--- src/include/spi_port_defs.vh ---
// register offsets, field positions and reset values of the serial port
// assumes byte addresses on a 32-bit classic wishbone bus
`ifndef SPI_PORT_DEFS_VH
`define SPI_PORT_DEFS_VH

// ************************************************
// register byte offsets
// ************************************************
`define STATUS_CONTROL_OFS 8'h00
`define TX_DATA_OFS 8'h04
`define RX_DATA_OFS 8'h08
`define LINK_CONTROL_OFS 8'h0c

// ************************************************
// serial_port_status_control fields
// ************************************************
`define ERROR_IRQ_ENABLE_BIT 11
`define FAULT_DETECT_ENABLE_BIT 10
`define RX_IRQ_ENABLE_BIT 9
`define CONTROLLER_SELECT_BIT 8
`define CLOCK_IDLE_POLARITY_BIT 7
`define CLOCK_PHASE_SELECT_BIT 6
`define PORT_ENABLE_BIT 5
`define TX_IRQ_ENABLE_BIT 4
`define RX_FULL_FLAG_BIT 3
`define RECEIVE_OVERRUN_FLAG_BIT 2
`define SELECT_FAULT_FLAG_BIT 1
`define TX_EMPTY_FLAG_BIT 0
// writable bits 11..4 reset to zero; tx_empty_flag resets to one
`define STATUS_CONTROL_RESET 8'h00

// ************************************************
// link_control fields
// ************************************************
`define HALF_PERIOD_LSB 0
`define HALF_PERIOD_MSB 7
`define AUTO_SELECT_DRIVE_BIT 8
`define SELECT_PULSE_BIT 9
`define HALF_PERIOD_RESET 8'h08

`endif

--- src/design/spi_control_status_fields.v ---
// serial port: control/status fields, word shifter and wishbone slave
// assumes a classic wishbone master and a peer serial port on the pins
`include "spi_port_defs.vh"
`default_nettype none

module spi_control_status_fields #(
  parameter WORD_BITS = 8
) (
  input wire clock,
  input wire rstn,
  input wire wb_cyc_i,
  input wire wb_stb_i,
  input wire wb_we_i,
  input wire [7:0] wb_adr_i,
  input wire [3:0] wb_sel_i,
  input wire [31:0] wb_dat_i,
  output reg [31:0] wb_dat_o,
  output reg wb_ack_o,
  input wire sclk_i,
  output reg sclk_o,
  output wire sclk_oe,
  input wire mosi_i,
  output reg mosi_o,
  output wire mosi_oe,
  input wire miso_i,
  output reg miso_o,
  output wire miso_oe,
  input wire select_in_n,
  output reg select_out_n,
  output reg irq
);

  // ************************************************
  // states
  // ************************************************
  localparam [2:0] ST_IDLE = 3'b001;
  localparam [2:0] ST_RUN = 3'b010;
  localparam [2:0] ST_GAP = 3'b100;
  localparam CW = $clog2(2 * WORD_BITS + 1);

  // ************************************************
  // registers
  // ************************************************
  reg [11:4] ctl_q;
  reg rx_full_q, ovr_q, fault_q, tx_empty_q, ovr_armed_q;
  reg [7:0] half_q;
  reg auto_q, pulse_q;
  reg [WORD_BITS-1:0] tx_hold_q, rx_hold_q, shift_q;
  reg [2:0] state_q;
  reg [7:0] div_q;
  reg [CW-1:0] edge_q;
  reg sclk_prev_q, sel_prev_q;

  wire err_en = ctl_q[`ERROR_IRQ_ENABLE_BIT];
  wire fault_en = ctl_q[`FAULT_DETECT_ENABLE_BIT];
  wire rx_en = ctl_q[`RX_IRQ_ENABLE_BIT];
  wire ctrl = ctl_q[`CONTROLLER_SELECT_BIT];
  wire clock_idle_polarity = ctl_q[`CLOCK_IDLE_POLARITY_BIT];
  wire clock_phase_select = ctl_q[`CLOCK_PHASE_SELECT_BIT];
  wire enable = ctl_q[`PORT_ENABLE_BIT];
  wire tx_en = ctl_q[`TX_IRQ_ENABLE_BIT];

  // ************************************************
  // pin synchronisers
  // ************************************************
  wire sclk_s, mosi_s, miso_s, sel_s;
  sync_two_stage #(
    .WIDTH(4)
  ) u_sync (
    .clock(clock),
    .rstn(rstn),
    .async_in({sclk_i, mosi_i, miso_i, select_in_n}),
    .sync_out({sclk_s, mosi_s, miso_s, sel_s})
  );

  // ************************************************
  // bus decode
  // ************************************************
  wire req = wb_cyc_i & wb_stb_i;
  wire acc = req & wb_ack_o;
  wire wr = acc & wb_we_i;
  wire rd = acc & ~wb_we_i;
  wire hit_sc = wb_adr_i == `STATUS_CONTROL_OFS;
  wire hit_tx = wb_adr_i == `TX_DATA_OFS;
  wire hit_rx = wb_adr_i == `RX_DATA_OFS;
  wire hit_lc = wb_adr_i == `LINK_CONTROL_OFS;

  function [31:0] lane_merge;
    input [31:0] old_v;
    input [31:0] new_v;
    input [3:0] sel;
    integer i;
    begin
      for (i = 0; i < 4; i = i + 1) begin
        lane_merge[8*i +: 8] = sel[i] ? new_v[8*i +: 8] : old_v[8*i +: 8];
      end
    end
  endfunction

  wire [15:0] status_word = {4'h0, ctl_q, rx_full_q, ovr_q, fault_q,
                             tx_empty_q};
  wire [31:0] sc_new = lane_merge({16'h0000, status_word}, wb_dat_i,
                                  wb_sel_i);
  wire [31:0] lc_new = lane_merge({22'h000000, pulse_q, auto_q, half_q},
                                  wb_dat_i, wb_sel_i);

  // ************************************************
  // link event detection
  // ************************************************
  // controller: sclk comes from our own divider; target: from synced pin
  wire half_tick = (state_q == ST_RUN) && (div_q == 8'h00);
  wire tgt_act = enable & ~ctrl & ~sel_s;
  wire sclk_edge = ctrl ? half_tick : (tgt_act & (sclk_s ^ sclk_prev_q));
  // leading edge leaves the idle level
  wire leading = ctrl ? (sclk_o == clock_idle_polarity) : (sclk_s != clock_idle_polarity);
  wire sample = sclk_edge & (leading ^ clock_phase_select);
  wire launch = sclk_edge & ~(leading ^ clock_phase_select);
  wire din = ctrl ? miso_s : mosi_s;
  wire [WORD_BITS-1:0] shifted = {shift_q[WORD_BITS-2:0], din};
  // a word ends on its last edge; with phase 0 the last sample came before
  wire word_done = sclk_edge && (edge_q == 2 * WORD_BITS - 1);
  wire [WORD_BITS-1:0] rx_word = sample ? shifted : shift_q;
  // controller fault: select low; only seen with fault detect on
  wire ctrl_fault = enable & ctrl & fault_en & ~sel_s;
  // target fault: select rises with a word part way through
  wire tgt_fault = enable & ~ctrl & fault_en & sel_s & ~sel_prev_q &
                   (edge_q != {CW{1'b0}});
  wire fault_set = ctrl_fault | tgt_fault;
  wire sel_fall = ~sel_s & sel_prev_q;
  wire start_ctrl = enable & ctrl & ~ctrl_fault & ~tx_empty_q &
                    (state_q == ST_IDLE);
  wire load_tgt = tgt_act & (sel_fall | word_done);
  wire take_hold = start_ctrl | load_tgt | (ctrl & word_done & ~tx_empty_q);
  wire [WORD_BITS-1:0] next_word = tx_empty_q ? {WORD_BITS{1'b0}} :
                                                 tx_hold_q;
  // the data line is loaded from the head of the shift register, or of the next word when one is taken
  wire out_bit = take_hold ? next_word[WORD_BITS-1] : shift_q[WORD_BITS-1];

  // ************************************************
  // wishbone slave
  // ************************************************
  // one wait state: ack rises the cycle after the request, data with it
  always @(posedge clock or negedge rstn) begin
    if (!rstn) begin
      wb_ack_o <= 1'b0;
      wb_dat_o <= 32'h00000000;
    end else begin
      wb_ack_o <= req & ~wb_ack_o;
      if (req & ~wb_ack_o) begin
        if (hit_sc) begin
          wb_dat_o <= {16'h0000, status_word};
        end else if (hit_rx) begin
          wb_dat_o <= {{(32-WORD_BITS){1'b0}}, rx_hold_q};
        end else if (hit_lc) begin
          wb_dat_o <= {22'h000000, pulse_q, auto_q, half_q};
        end else begin
          wb_dat_o <= 32'h00000000;
        end
      end
    end
  end

  // ************************************************
  // control and status fields
  // ************************************************
  always @(posedge clock or negedge rstn) begin
    if (!rstn) begin
      ctl_q <= `STATUS_CONTROL_RESET;
      half_q <= `HALF_PERIOD_RESET;
      auto_q <= 1'b0;
      pulse_q <= 1'b0;
      fault_q <= 1'b0;
      rx_full_q <= 1'b0;
      ovr_q <= 1'b0;
      ovr_armed_q <= 1'b0;
      tx_empty_q <= 1'b1;
      tx_hold_q <= {WORD_BITS{1'b0}};
      rx_hold_q <= {WORD_BITS{1'b0}};
    end else begin
      if (wr & hit_sc) begin
        // fault flag stays unless written with one
        ctl_q <= sc_new[11:4];
      end
      if (wr & hit_lc) begin
        half_q <= lc_new[`HALF_PERIOD_MSB:`HALF_PERIOD_LSB];
        auto_q <= lc_new[`AUTO_SELECT_DRIVE_BIT];
        pulse_q <= lc_new[`SELECT_PULSE_BIT];
      end
      // controller fault drops the enable, winning over a write
      if (ctrl_fault) begin
        ctl_q[`PORT_ENABLE_BIT] <= 1'b0;
      end
      // set wins over the write-one clear
      if (fault_set) begin
        fault_q <= 1'b1;
      end else if (wr & hit_sc & sc_new[`SELECT_FAULT_FLAG_BIT]) begin
        fault_q <= 1'b0;
      end
      if (rd & hit_sc & ovr_q) begin
        ovr_armed_q <= 1'b1;
      end
      if (!enable) begin
        // partial reset: transfer state and data flags, not the fields
        rx_full_q <= 1'b0;
        ovr_q <= 1'b0;
        ovr_armed_q <= 1'b0;
        tx_empty_q <= 1'b1;
      end else begin
        if (word_done & rx_full_q) begin
          ovr_q <= 1'b1;
        end else if (rd & hit_rx & ovr_armed_q) begin
          ovr_q <= 1'b0;
          ovr_armed_q <= 1'b0;
        end
        if (word_done & ~rx_full_q) begin
          rx_hold_q <= rx_word;
          rx_full_q <= 1'b1;
        end else if (rd & hit_rx) begin
          rx_full_q <= 1'b0;
        end
        if (wr & hit_tx) begin
          tx_hold_q <= wb_dat_i[WORD_BITS-1:0];
          tx_empty_q <= 1'b0;
        end else if (take_hold) begin
          tx_empty_q <= 1'b1;
        end
      end
    end
  end

  // ************************************************
  // word shifter
  // ************************************************
  always @(posedge clock or negedge rstn) begin
    if (!rstn) begin
      state_q <= ST_IDLE;
      div_q <= 8'h00;
      edge_q <= {CW{1'b0}};
      shift_q <= {WORD_BITS{1'b0}};
      sclk_o <= 1'b0;
      mosi_o <= 1'b0;
      miso_o <= 1'b0;
      sclk_prev_q <= 1'b0;
      sel_prev_q <= 1'b1;
    end else begin
      sclk_prev_q <= sclk_s;
      sel_prev_q <= sel_s;
      if (!enable || ctrl_fault) begin
        // abort and partial reset return the link to idle
        state_q <= ST_IDLE;
        edge_q <= {CW{1'b0}};
        sclk_o <= clock_idle_polarity;
      end else begin
        if (state_q == ST_RUN || state_q == ST_GAP) begin
          div_q <= (div_q == 8'h00) ? half_q : div_q - 8'h01;
        end
        if (half_tick) begin
          sclk_o <= ~sclk_o;
        end
        if (sclk_edge) begin
          edge_q <= word_done ? {CW{1'b0}} : edge_q + 1'b1;
        end
        if (!ctrl && sel_s) begin
          edge_q <= {CW{1'b0}};
        end
        if (sample) begin
          shift_q <= shifted;
        end
        // a sample edge already moved the next bit to the head
        if (launch | take_hold) begin
          if (ctrl) begin
            mosi_o <= out_bit;
          end else begin
            miso_o <= out_bit;
          end
        end
        if (take_hold) begin
          shift_q <= next_word;
        end
        case (state_q)
          ST_IDLE: begin
            sclk_o <= clock_idle_polarity;
            div_q <= half_q;
            if (start_ctrl) begin
              state_q <= ST_RUN;
            end
          end
          ST_RUN: begin
            if (ctrl & word_done) begin
              if (tx_empty_q) begin
                state_q <= ST_IDLE;
              end else if (auto_q & pulse_q) begin
                state_q <= ST_GAP;
              end
            end
          end
          ST_GAP: begin
            // select held high for one half period between words
            if (div_q == 8'h00) begin
              state_q <= ST_RUN;
            end
          end
          default: begin
            state_q <= ST_IDLE;
          end
        endcase
      end
    end
  end

  // ************************************************
  // outputs
  // ************************************************
  // drives follow the role; a target only drives miso while selected
  assign sclk_oe = enable & ctrl;
  assign mosi_oe = enable & ctrl;
  assign miso_oe = tgt_act;

  always @(posedge clock or negedge rstn) begin
    if (!rstn) begin
      select_out_n <= 1'b1;
      irq <= 1'b0;
    end else begin
      select_out_n <= ~(auto_q & enable & ctrl &
                        (state_q == ST_RUN));
      irq <= (err_en & (fault_q | ovr_q)) |
             (rx_en & rx_full_q) |
             (tx_en & tx_empty_q);
    end
  end

endmodule

`default_nettype wire

--- src/design/sync_two_stage.v ---
// two flip-flop synchroniser for a group of unrelated level inputs
// assumes each bit is a slow level or is sampled again downstream
`default_nettype none

module sync_two_stage #(
  parameter WIDTH = 1
) (
  input wire clock,
  input wire rstn,
  input wire [WIDTH-1:0] async_in,
  output wire [WIDTH-1:0] sync_out
);

  reg [WIDTH-1:0] meta_q;
  reg [WIDTH-1:0] stable_q;

  // first stage feeds only the second stage
  always @(posedge clock or negedge rstn) begin
    if (!rstn) begin
      meta_q <= {WIDTH{1'b0}};
      stable_q <= {WIDTH{1'b0}};
    end else begin
      meta_q <= async_in;
      stable_q <= meta_q;
    end
  end

  assign sync_out = stable_q;

endmodule

`default_nettype wire

--- config.mk ---
export PLATFORM = sky130hd
export DESIGN_NAME = spi_control_status_fields
export DESIGN_NICKNAME = d
export VERILOG_FILES = /design/src/design/spi_control_status_fields.v /design/src/design/sync_two_stage.v
export VERILOG_INCLUDE_DIRS = /design/src /design/src/include
export SDC_FILE = /design/constraint.sdc
export NUM_CORES = 1
export LEC_CHECK = 0
export ABC_AREA = 1
export BUFFER_PORTS_ARGS = -buffer_cell sky130_fd_sc_hd__buf_2
export CORE_ASPECT_RATIO = 1.2
export CORE_MARGIN = 2
export CORE_UTILIZATION = 55
export CTS_CLUSTER_DIAMETER = 100
export CTS_CLUSTER_SIZE = 28
export DETAILED_ROUTE_END_ITERATION = 7
export PLACE_DENSITY = 0.84
export SLEW_MARGIN = 20
export SYNTH_ARGS = -nofsm -noshare
export SYNTH_HDL_FRONTEND = slang
export SYNTH_HIERARCHICAL = 1
export SYNTH_SLANG_ARGS = --single-unit
--- constraint.sdc ---
create_clock -name clock -period 5.1 [get_ports clock]
set_clock_uncertainty 0.1 [all_clocks]
set_input_delay 1.02 -clock clock [delete_from_list [all_inputs] [get_ports clock]]
set_output_delay 1.02 -clock clock [all_outputs]
set_load 0.005 [all_outputs]
==> flow_metrics.py, run 1 <==
metrics = {
    "clock_tree": {
        "clock-sinks": 91,
        "cts_hold_buffers": 0,
        "clkTransAtPathRegs_ns": 0.08,
        "cts_buffers": 9,
        "insertion_delay_ns": 0.36,
        "cts_setup_buffers": 0,
        "h-tree-depth": 3,
        "cts_tree": "yes",
        "clock_path_buffers": 2,
        "cts_root_buf": "clkbuf_8",
        "cts-resized-gates": 0,
    },
    "timing": {
        "hold_viol_final": 0,
        "tightest_slew_ns": 0.795,
        "min_period_ns": 2.55,
        "tns_ns": 0,
        "final-setup-viol-count": 0,
        "max_freq_ghz": 0.392,
        "max_slew_margin_pct": 47.0,
        "rsz0062_at_grt": "false",
        "timing.final.crit_share_pct": 50.1,
        "drv_slew": 0,
    },
    "yosys": {
        "synth_cells": 554,
        "yosysWarningCount": 6,
        "synth-seq-cells": 91,
        "synth_cell_types": 48,
        "synth-edff-count": 0,
        "async_reset_ff_share_pct": 100,
        "synth_ff_type": "dfrtp_1",
        "avgSynthCellArea_um2": 8.41,
        "yosysSeqAreaShare_pct": 49.0,
        "syn_area_um2": 4660,
    },
    "worst_setup_path": {
        "crit_fanout": 10,
        "crit_type": "register to primary output",
        "worstPathRequired_ns": 3.98,
        "critPathLaunchType": "register",
        "cp-end-kind": "primary output",
        "arrival_ns": 1.43,
    },
    "die": {
        "core_um2": 8150,
        "start_util_pct": 57.1,
        "fp.dieH_um": 105,
        "rows": 36,
        "dieArea_um2": 9220,
        "fp.dieW_um": 88,
        "io_pins": 94,
    },
    "job": {
        "maxCapViolations": 0,
    },
    "grt": {
        "grt_pass1_vias": 3618,
        "antenna_found_initial": 0,
        "overflow": 0,
        "grt_max_degree": 92,
        "grt_usage_pct": 23.9,
        "grt_pass1_wl_um": 17000,
    },
    "route": {
        "via_count": 3811,
        "drt-wirelength-per-cell_um": 14.2,
        "drt-initial-drc-count": 359,
        "antenna_left": 0,
        "vias_per_cell": 5.28,
        "wirelength_um": 10200,
        "first_pass_iters": 5,
        "drc": 0,
    },
    "hold_path": {
        "hp-class": "register to register",
    },
    "finish": {
        "fin_nets": 660,
        "fin_area_um2": 5110,
        "diodes": 0,
        "drive_gt1_share_pct": 19.2,
        "syn_to_final_growth_pct": 9.81,
        "final_core_util_pct": 62.7,
        "final_cell_mix": "152 x nand2_1, 86 x dfrtp_1, 50 x buf_2",
        "mostFrequentLayoutCell": "nand2_1",
    },
    "power_and_ir_drop": {
        "ir_drop_v": 0.000173,
        "p_per_area_nw_per_um2": 360,
        "p_leak_uw": 0.00257,
    },
    "placed_design": {
        "hpwl_um": 7590,
        "place.gp.congestion": 0.863,
        "place_area_um2": 4900,
        "numPortBuffers": 51,
    },
    "outcome": {
        "status": "completed",
    },
}
[cells in the mapped netlist, types with 2 or more instances]
cell	instances	share of area (%)
o31ai_1	2	0.32
buf_2	4	0.43
nand2_2	9	1.2
inv_1	48	3.9
clkinv_1	3	0.24
xnor2_1	4	0.75
o22ai_1	2	0.27
o21ai_1	33	3.5
nand2_4	5	1.2
nor2_2	6	0.81
xor2_1	3	0.56
buf_4	21	3.4
buf_6	3	0.73
a21oi_1	20	2.1
nor2_4	2	0.48
a221oi_1	2	0.38
nor3_1	8	0.86
inv_4	2	0.27
o21ai_0	30	3.2
dfstp_2	5	2.8
nand2_1	152	12
inv_2	7	0.56
nand3_4	2	0.75
a31oi_1	7	0.94
clkbuf_1	4	0.32
dfrtp_1	86	46
nor2_1	32	2.6
nand4_1	4	0.54
o21ai_2	3	0.56
ha_1	4	1.1
nor3_2	2	0.43
nand3_1	19	2.0
nand3_2	5	1.1
[through the flow]
stage          setup WS [ns]  power (µW)  cells  hold WS (ns)
2_1_floorplan           2.81        1230    573         0.231
3_3_place_gp            2.52        1320    706         0.232
3_5_place_dp            2.49        1350    706         0.242
4_1_cts                 2.52        1850    722         0.261
5_1_grt                 2.43        1950    722         0.267
6_report                2.55        1840    722         0.257
[path summary, 6_finish.rpt]
kind / cells past startpoint / start / end / slack (ns)
setup / recovery: 4 / ctl_q[8]$_DFFE_PN0P_ / miso_oe / 2.55
hold / removal: 0 / u_sync/meta_q[2]$_DFF_PN0_ / u_sync/sync_out[2]$_DFF_PN0_ / 0.26
setup reg to reg: 9 / ctl_q[8]$_DFFE_PN0P_ / div_q[6]$_DFFE_PN0P_ / 2.77
hold reg to reg: 0 / u_sync/meta_q[2]$_DFF_PN0_ / u_sync/sync_out[2]$_DFF_PN0_ / 0.26
max in group asynchronous: 1 / rstn / state_q[1]$_DFFE_PN0P_ / 3.74
min in group asynchronous: 1 / rstn / tx_hold_q[4]$_DFFE_PN0P_ / 0.63
[kinds of logic after synthesis]
kind of cell | count (synthesis) | synth area share, %
adder cells (fa/ha/maj) | 4 | 1.07
multiplexers | 2 | 0.564
XOR/XNOR | 8 | 1.67
AND/OR/NAND/NOR | 253 | 25.6
other | 1 | 0.0805
AO/OA/AOI/OAI | 103 | 12.2
buffers and inverters | 92 | 9.81
flip-flops | 91 | 49.0
[area by class of cell]
class,instances,area [µm²]
fillers,672,3040
multi-input cells,390,1990
flip-flops and latches,91,2280
clock buffers,14,173
repair buffers,51,262
inverters,60,230
well taps,114,143
clock inverters,2,35.0
[where the power goes]
part	switching (µW)	internal, µW	total [µW]
logic	316	172	488
clock network	235	267	501
registers	57.0	797	854
total	607	1240	1840
[layer usage]
layer	GRT usage [%]	up-vias	routed length, µm
met5	0	-	0
met4	9.67	0	272
met3	5.29	20	575
met2	38.8	136	5200
met1	30.8	1813	4180
li1	-	1842	-
[flip-flops by register name, indices dropped and copies added, names as in the netlist, 3 cells and up]
signal           flops
wb_dat_o            12
ctl_q                8
div_q                8
half_q               8
rx_hold_q            8
shift_q              8
tx_hold_q            8
edge_q               5
u_sync/meta_q        4
u_sync/sync_out      4
state_q              3
[worst max-delay path, stage by stage, from the launching register on]
cell     delay (ns)
dfrtp_1        0.56
inv_4          0.16
nand2_4        0.06
nor2_4         0.15
buf_2          0.14
Power figures use the tool's default switching activity.
==> run 2: changes to the inputs <==
clock period = 2.48 ns   (was 5.1 ns; I/O delays follow)
==> flow_metrics.py, run 2 (same netlist as run 1, synthesis figures left out) <==
metrics = {
    "route": {
        "via_count": 3859,
        "wirelength_um": 10300,
        "antenna_left": 0,
        "drc": 0,
        "vias_per_cell": 5.30,
        "drt-wirelength-per-cell_um": 14.2,
        "drt-initial-drc-count": 447,
        "first_pass_iters": 5,
    },
    "clock_tree": {
        "insertion_delay_ns": 0.37,
        "clock_path_buffers": 2,
        "clock-sinks": 91,
        "h-tree-depth": 3,
        "cts_buffers": 9,
        "clkTransAtPathRegs_ns": 0.08,
        "cts_root_buf": "clkbuf_8",
        "cts_tree": "yes",
        "cts-resized-gates": 0,
    },
    "power_and_ir_drop": {
        "p_leak_uw": 0.00260,
        "p_total_uw": 3890,
        "ir_drop_v": 0.000314,
        "p_per_area_nw_per_um2": 750,
    },
    "job": {
        "maxCapViolations": 0,
    },
    "die": {
        "rows": 36,
        "io_pins": 94,
        "fp.dieW_um": 88,
        "core_um2": 8150,
        "fp.dieH_um": 105,
        "start_util_pct": 57.1,
        "dieArea_um2": 9220,
    },
    "timing": {
        "max_freq_ghz": 0.471,
        "max_slew_margin_pct": 64.6,
        "tns_ns": 0,
        "drv_slew": 0,
        "tightest_slew_ns": 0.530,
        "min_period_ns": 2.12,
        "rsz0062_at_grt": "false",
        "final-setup-viol-count": 0,
        "hold_viol_final": 0,
        "timing.final.crit_share_pct": 85.5,
    },
    "worst_setup_path": {
        "r2r_cells": 10,
        "crit_type": "register to register",
        "worstPathRequired_ns": 2.63,
        "cp-end-kind": "register",
        "critPathLaunchType": "register",
        "arrival_ns": 2.27,
        "crit_fanout": 16,
    },
    "grt": {
        "grt_usage_pct": 24.2,
        "antenna_found_initial": 0,
        "grt_max_degree": 68,
        "overflow": 0,
        "grt_pass1_wl_um": 17300,
        "grt_pass1_vias": 3749,
    },
    "finish": {
        "fin_area_um2": 5180,
        "final_cell_mix": "152 x nand2_1, 86 x dfrtp_1, 50 x buf_2",
        "regMostFlops": "wb_dat_o",
        "drive_gt1_share_pct": 20.0,
        "largest_reg_flops": 12,
        "fin_nets": 666,
        "diodes": 0,
        "syn_to_final_growth_pct": 11.3,
        "mostFrequentLayoutCell": "nand2_1",
    },
    "placed_design": {
        "place_area_um2": 4950,
        "place.gp.congestion": 0.910,
        "hpwl_um": 7620,
        "numPortBuffers": 51,
    },
    "hold_path": {
        "hp-class": "input pin to register",
        "holdPathStages": 1,
    },
    "outcome": {
        "status": "completed",
    },
}
[run 2: cell types whose count changed in the layout (fill, tap and decap cells not counted)]
cell / previous run / this run
clkbuf_1: 2 / 1
buf_12: 0 / 1
clkbuf_8: 12 / 10
buf_4: 0 / 5
buf_6: 1 / 0
bufinv_16: 1 / 2
clkinv_2: 1 / 2
clkinvlp_4: 0 / 1
dlygate4sd3_1: 0 / 1
[run 2: metal layers]
| layer | vias up | wire length [µm] | global-route usage [%] |
|---|---|---|---|
| met5 | - | 0 | 0 |
| met4 | 0 | 393 | 13.0 |
| met2 | 138 | 5050 | 37.9 |
| met1 | 1832 | 4330 | 32.1 |
| li1 | 1856 | - | - |
| met3 | 33 | 543 | 3.55 |
[run 2: final timing paths]
path | from | to | slack [ns]
setup / recovery | div_q[0]$_DFFE_PN0P_ | rx_hold_q[7]$_DFFE_PN0P_ | 0.36
hold / removal | sclk_i | u_sync/meta_q[3]$_DFF_PN0_ | 0.14
setup reg to reg | div_q[0]$_DFFE_PN0P_ | rx_hold_q[7]$_DFFE_PN0P_ | 0.36
hold reg to reg | u_sync/meta_q[3]$_DFF_PN0_ | u_sync/sync_out[3]$_DFF_PN0_ | 0.25
max in group asynchronous | rstn | select_out_n$_DFF_PN1_ | 1.12
min in group asynchronous | rstn | tx_hold_q[2]$_DFFE_PN0P_ | 0.46
[run 2: report_power, final]
group | switching, µW | internal, µW | total, µW
logic | 653 | 360 | 1010
registers | 117 | 1640 | 1760
clock network | 527 | 592 | 1120
[run 2: stage by stage]
step	setup WS, ns	cells	utilization (%)	hold WS (ns)
CTS	0.344	728	63.6	0.127
floorplan	0.693	573	-	0.100
global route	0.217	728	63.6	0.129
finish	0.358	728	63.6	0.135
detailed placement	0.371	711	60.7	0.239
global placement	0.388	711	60.7	0.233
[run 2: area by class of cell]
class                           instances  area [µm²]
Multi-Input combinational cell        390        1990
Timing Repair Buffer                   57         318
Sequential cell                        91        2280
Clock inverter                          5        77.6
Clock buffer                           11         141
Inverter                               60         230
Fill cell                             678        2970
Tap cell                              114         143
[run 2: critical path: stages (launching register included)]
cell and delay (ns):
dfrtp_1 0.36, inv_1 0.14, ha_1 0.21, nand2_2 0.07
nor2_4 0.15, nand3_2 0.10, nand2_4 0.14, nand2_2 0.11
inv_2 0.11, nand3_4 0.17, mux2_4 0.34
[run 2: what timing repair did]
action / in CTS / in global routing
endpoints found under the hold margin: 23 / 0
hold buffers: 1 / 0
setup buffers: 0 / 0
==> run 3: changes to the inputs <==
CORE_ASPECT_RATIO = 0.7   (was 1.2)
CORE_MARGIN = 5   (was 2)
==> flow_metrics.py, run 3 (same netlist as run 1, synthesis figures left out) <==
metrics = {
    "outcome": {
        "status": "completed",
    },
    "die": {
        "core_um2": 8340,
        "start_util_pct": 55.9,
        "dieArea_um2": 10400,
        "fp.dieH_um": 87.0,
        "rows": 28,
        "io_pins": 94,
        "fp.dieW_um": 120,
    },
    "worst_setup_path": {
        "crit_type": "register to register",
        "worstPathRequired_ns": 2.61,
        "arrival_ns": 2.32,
        "worst_r2r_startpoint": "div_q[0]$_DFFE_PN0P_",
        "critPathLaunchType": "register",
        "crit_start": "div_q[0]$_DFFE_PN0P_",
        "crit_fanout": 16,
        "cp-end-kind": "register",
    },
    "route": {
        "vias_per_cell": 5.49,
        "top_layer": "met4",
        "via_count": 3945,
        "met1_length_um": 4850,
        "wirelength_um": 11100,
        "drt-wirelength-per-cell_um": 15.5,
        "antenna_left": 0,
        "drc": 0,
        "wl_met2_um": 4940,
        "first_pass_iters": 5,
        "drt-initial-drc-count": 298,
        "wl_met3_um": 1170,
    },
    "timing": {
        "final-setup-viol-count": 0,
        "timing.final.crit_share_pct": 88.2,
        "drv_slew": 0,
        "tightest_slew_ns": 0.622,
        "tns_ns": 0,
        "max_slew_margin_pct": 58.5,
        "max_freq_ghz": 0.457,
        "rsz0062_at_grt": "false",
        "min_period_ns": 2.19,
        "hold_viol_final": 0,
    },
    "clock_tree": {
        "cts_buffers": 9,
        "clkTransAtPathRegs_ns": 0.06,
        "cts_tree": "yes",
        "cts_setup_buffers": 0,
        "cts_root_buf": "clkbuf_16",
        "h-tree-depth": 3,
        "cts_hold_buffers": 0,
        "clock-sinks": 91,
        "cts-resized-gates": 0,
        "insertion_delay_ns": 0.35,
        "clock_path_buffers": 2,
    },
    "power_and_ir_drop": {
        "internal-power_uw": 2910,
        "pwr-share-clk_pct": 34.0,
        "swShare_pct": 31.2,
        "p_seq_share_pct": 41.6,
        "p_leak_uw": 0.00265,
        "p_per_area_nw_per_um2": 804,
        "ir_drop_v": 0.000553,
        "net-switching-power_uw": 1320,
        "p_comb_share_pct": 24.3,
    },
    "finish": {
        "mostFrequentLayoutCell": "nand2_1",
        "diodes": 0,
        "regMostFlops": "wb_dat_o",
        "drive_gt1_share_pct": 20.0,
        "largest_reg_flops": 12,
        "syn_to_final_growth_pct": 12.8,
        "final_cell_mix": "152 x nand2_1, 86 x dfrtp_1, 50 x buf_2",
        "final_core_util_pct": 63.0,
        "fin_nets": 667,
    },
    "grt": {
        "grt_pass1_vias": 3774,
        "antenna_found_initial": 0,
        "grt_pass1_wl_um": 18200,
        "grt_usage_pct": 22.4,
        "overflow": 0,
        "grt_max_degree": 48,
    },
    "placed_design": {
        "place.gp.congestion": 0.921,
        "numPortBuffers": 51,
        "hpwl_um": 8390,
    },
    "job": {
        "maxCapViolations": 0,
    },
    "hold_path": {
        "hp-class": "input pin to async pin",
    },
}
==> run 3: area by class of cell <==
class	instances	area (µm²)
Clock buffer	12	246
Fill cell	705	3080
Tap cell	105	131
Multi-Input combinational cell	390	1990
Clock inverter	3	65.1
Inverter	60	230
Timing Repair Buffer	58	310
Sequential cell	91	2280
==> run 3: final timing paths <==
| path | to | slack, ns | depth (start not counted) |
|---|---|---|---|
| worst max-delay path | rx_hold_q[7]$_DFFE_PN0P_ | 0.29 | 10 |
| worst min-delay path | tx_hold_q[2]$_DFFE_PN0P_ | 0.06 | 1 |
| worst max register to register | rx_hold_q[7]$_DFFE_PN0P_ | 0.29 | 10 |
| worst min register to register | u_sync/sync_out[2]$_DFF_PN0_ | 0.25 | 0 |
| max in group asynchronous | div_q[4]$_DFFE_PN0P_ | 1.46 | 2 |
| min in group clock | u_sync/meta_q[0]$_DFF_PN0_ | 0.15 | 1 |
==> run 3: metrics by stage <==
stage / hold slack [ns] / instance area (µm²) / total power [µW] / instances / setup slack [ns]
2_1_floorplan: 0.100 / 4730 / 2530 / 573 / 0.693
3_3_place_gp: 0.233 / 4940 / 2730 / 704 / 0.399
3_5_place_dp: 0.235 / 4940 / 2790 / 704 / 0.330
4_1_cts: 0.0778 / 5260 / 4220 / 719 / 0.342
5_1_grt: 0.109 / 5260 / 4450 / 719 / 0.169
6_report: 0.0617 / 5260 / 4230 / 719 / 0.293
==> run 3: metal layers <==
layer	GRT usage, %	vias to the layer above
met5	0	-
met4	6.86	0
met3	7.08	16
met2	35.2	174
met1	30.0	1890
li1	-	1865
==> run 3: power groups by stage <==
stage               Sequential (µW)  Clock, µW  Combinational, µW
floorplan                      1760          0                776
global placement               1770          0                961
detailed placement             1780          0               1010
CTS                            1760       1450               1010
global route                   1770       1520               1160
finish                         1760       1440               1030
==> run 3: worst max-delay path: stages, from the launching register on <==
cell	delay, ns
dfrtp_1	0.37
inv_1	0.17
ha_1	0.22
nand2_2	0.08
nor2_4	0.14
nand3_2	0.10
nand2_4	0.15
nand2_2	0.11
inv_2	0.11
nand3_4	0.17
mux2_4	0.34
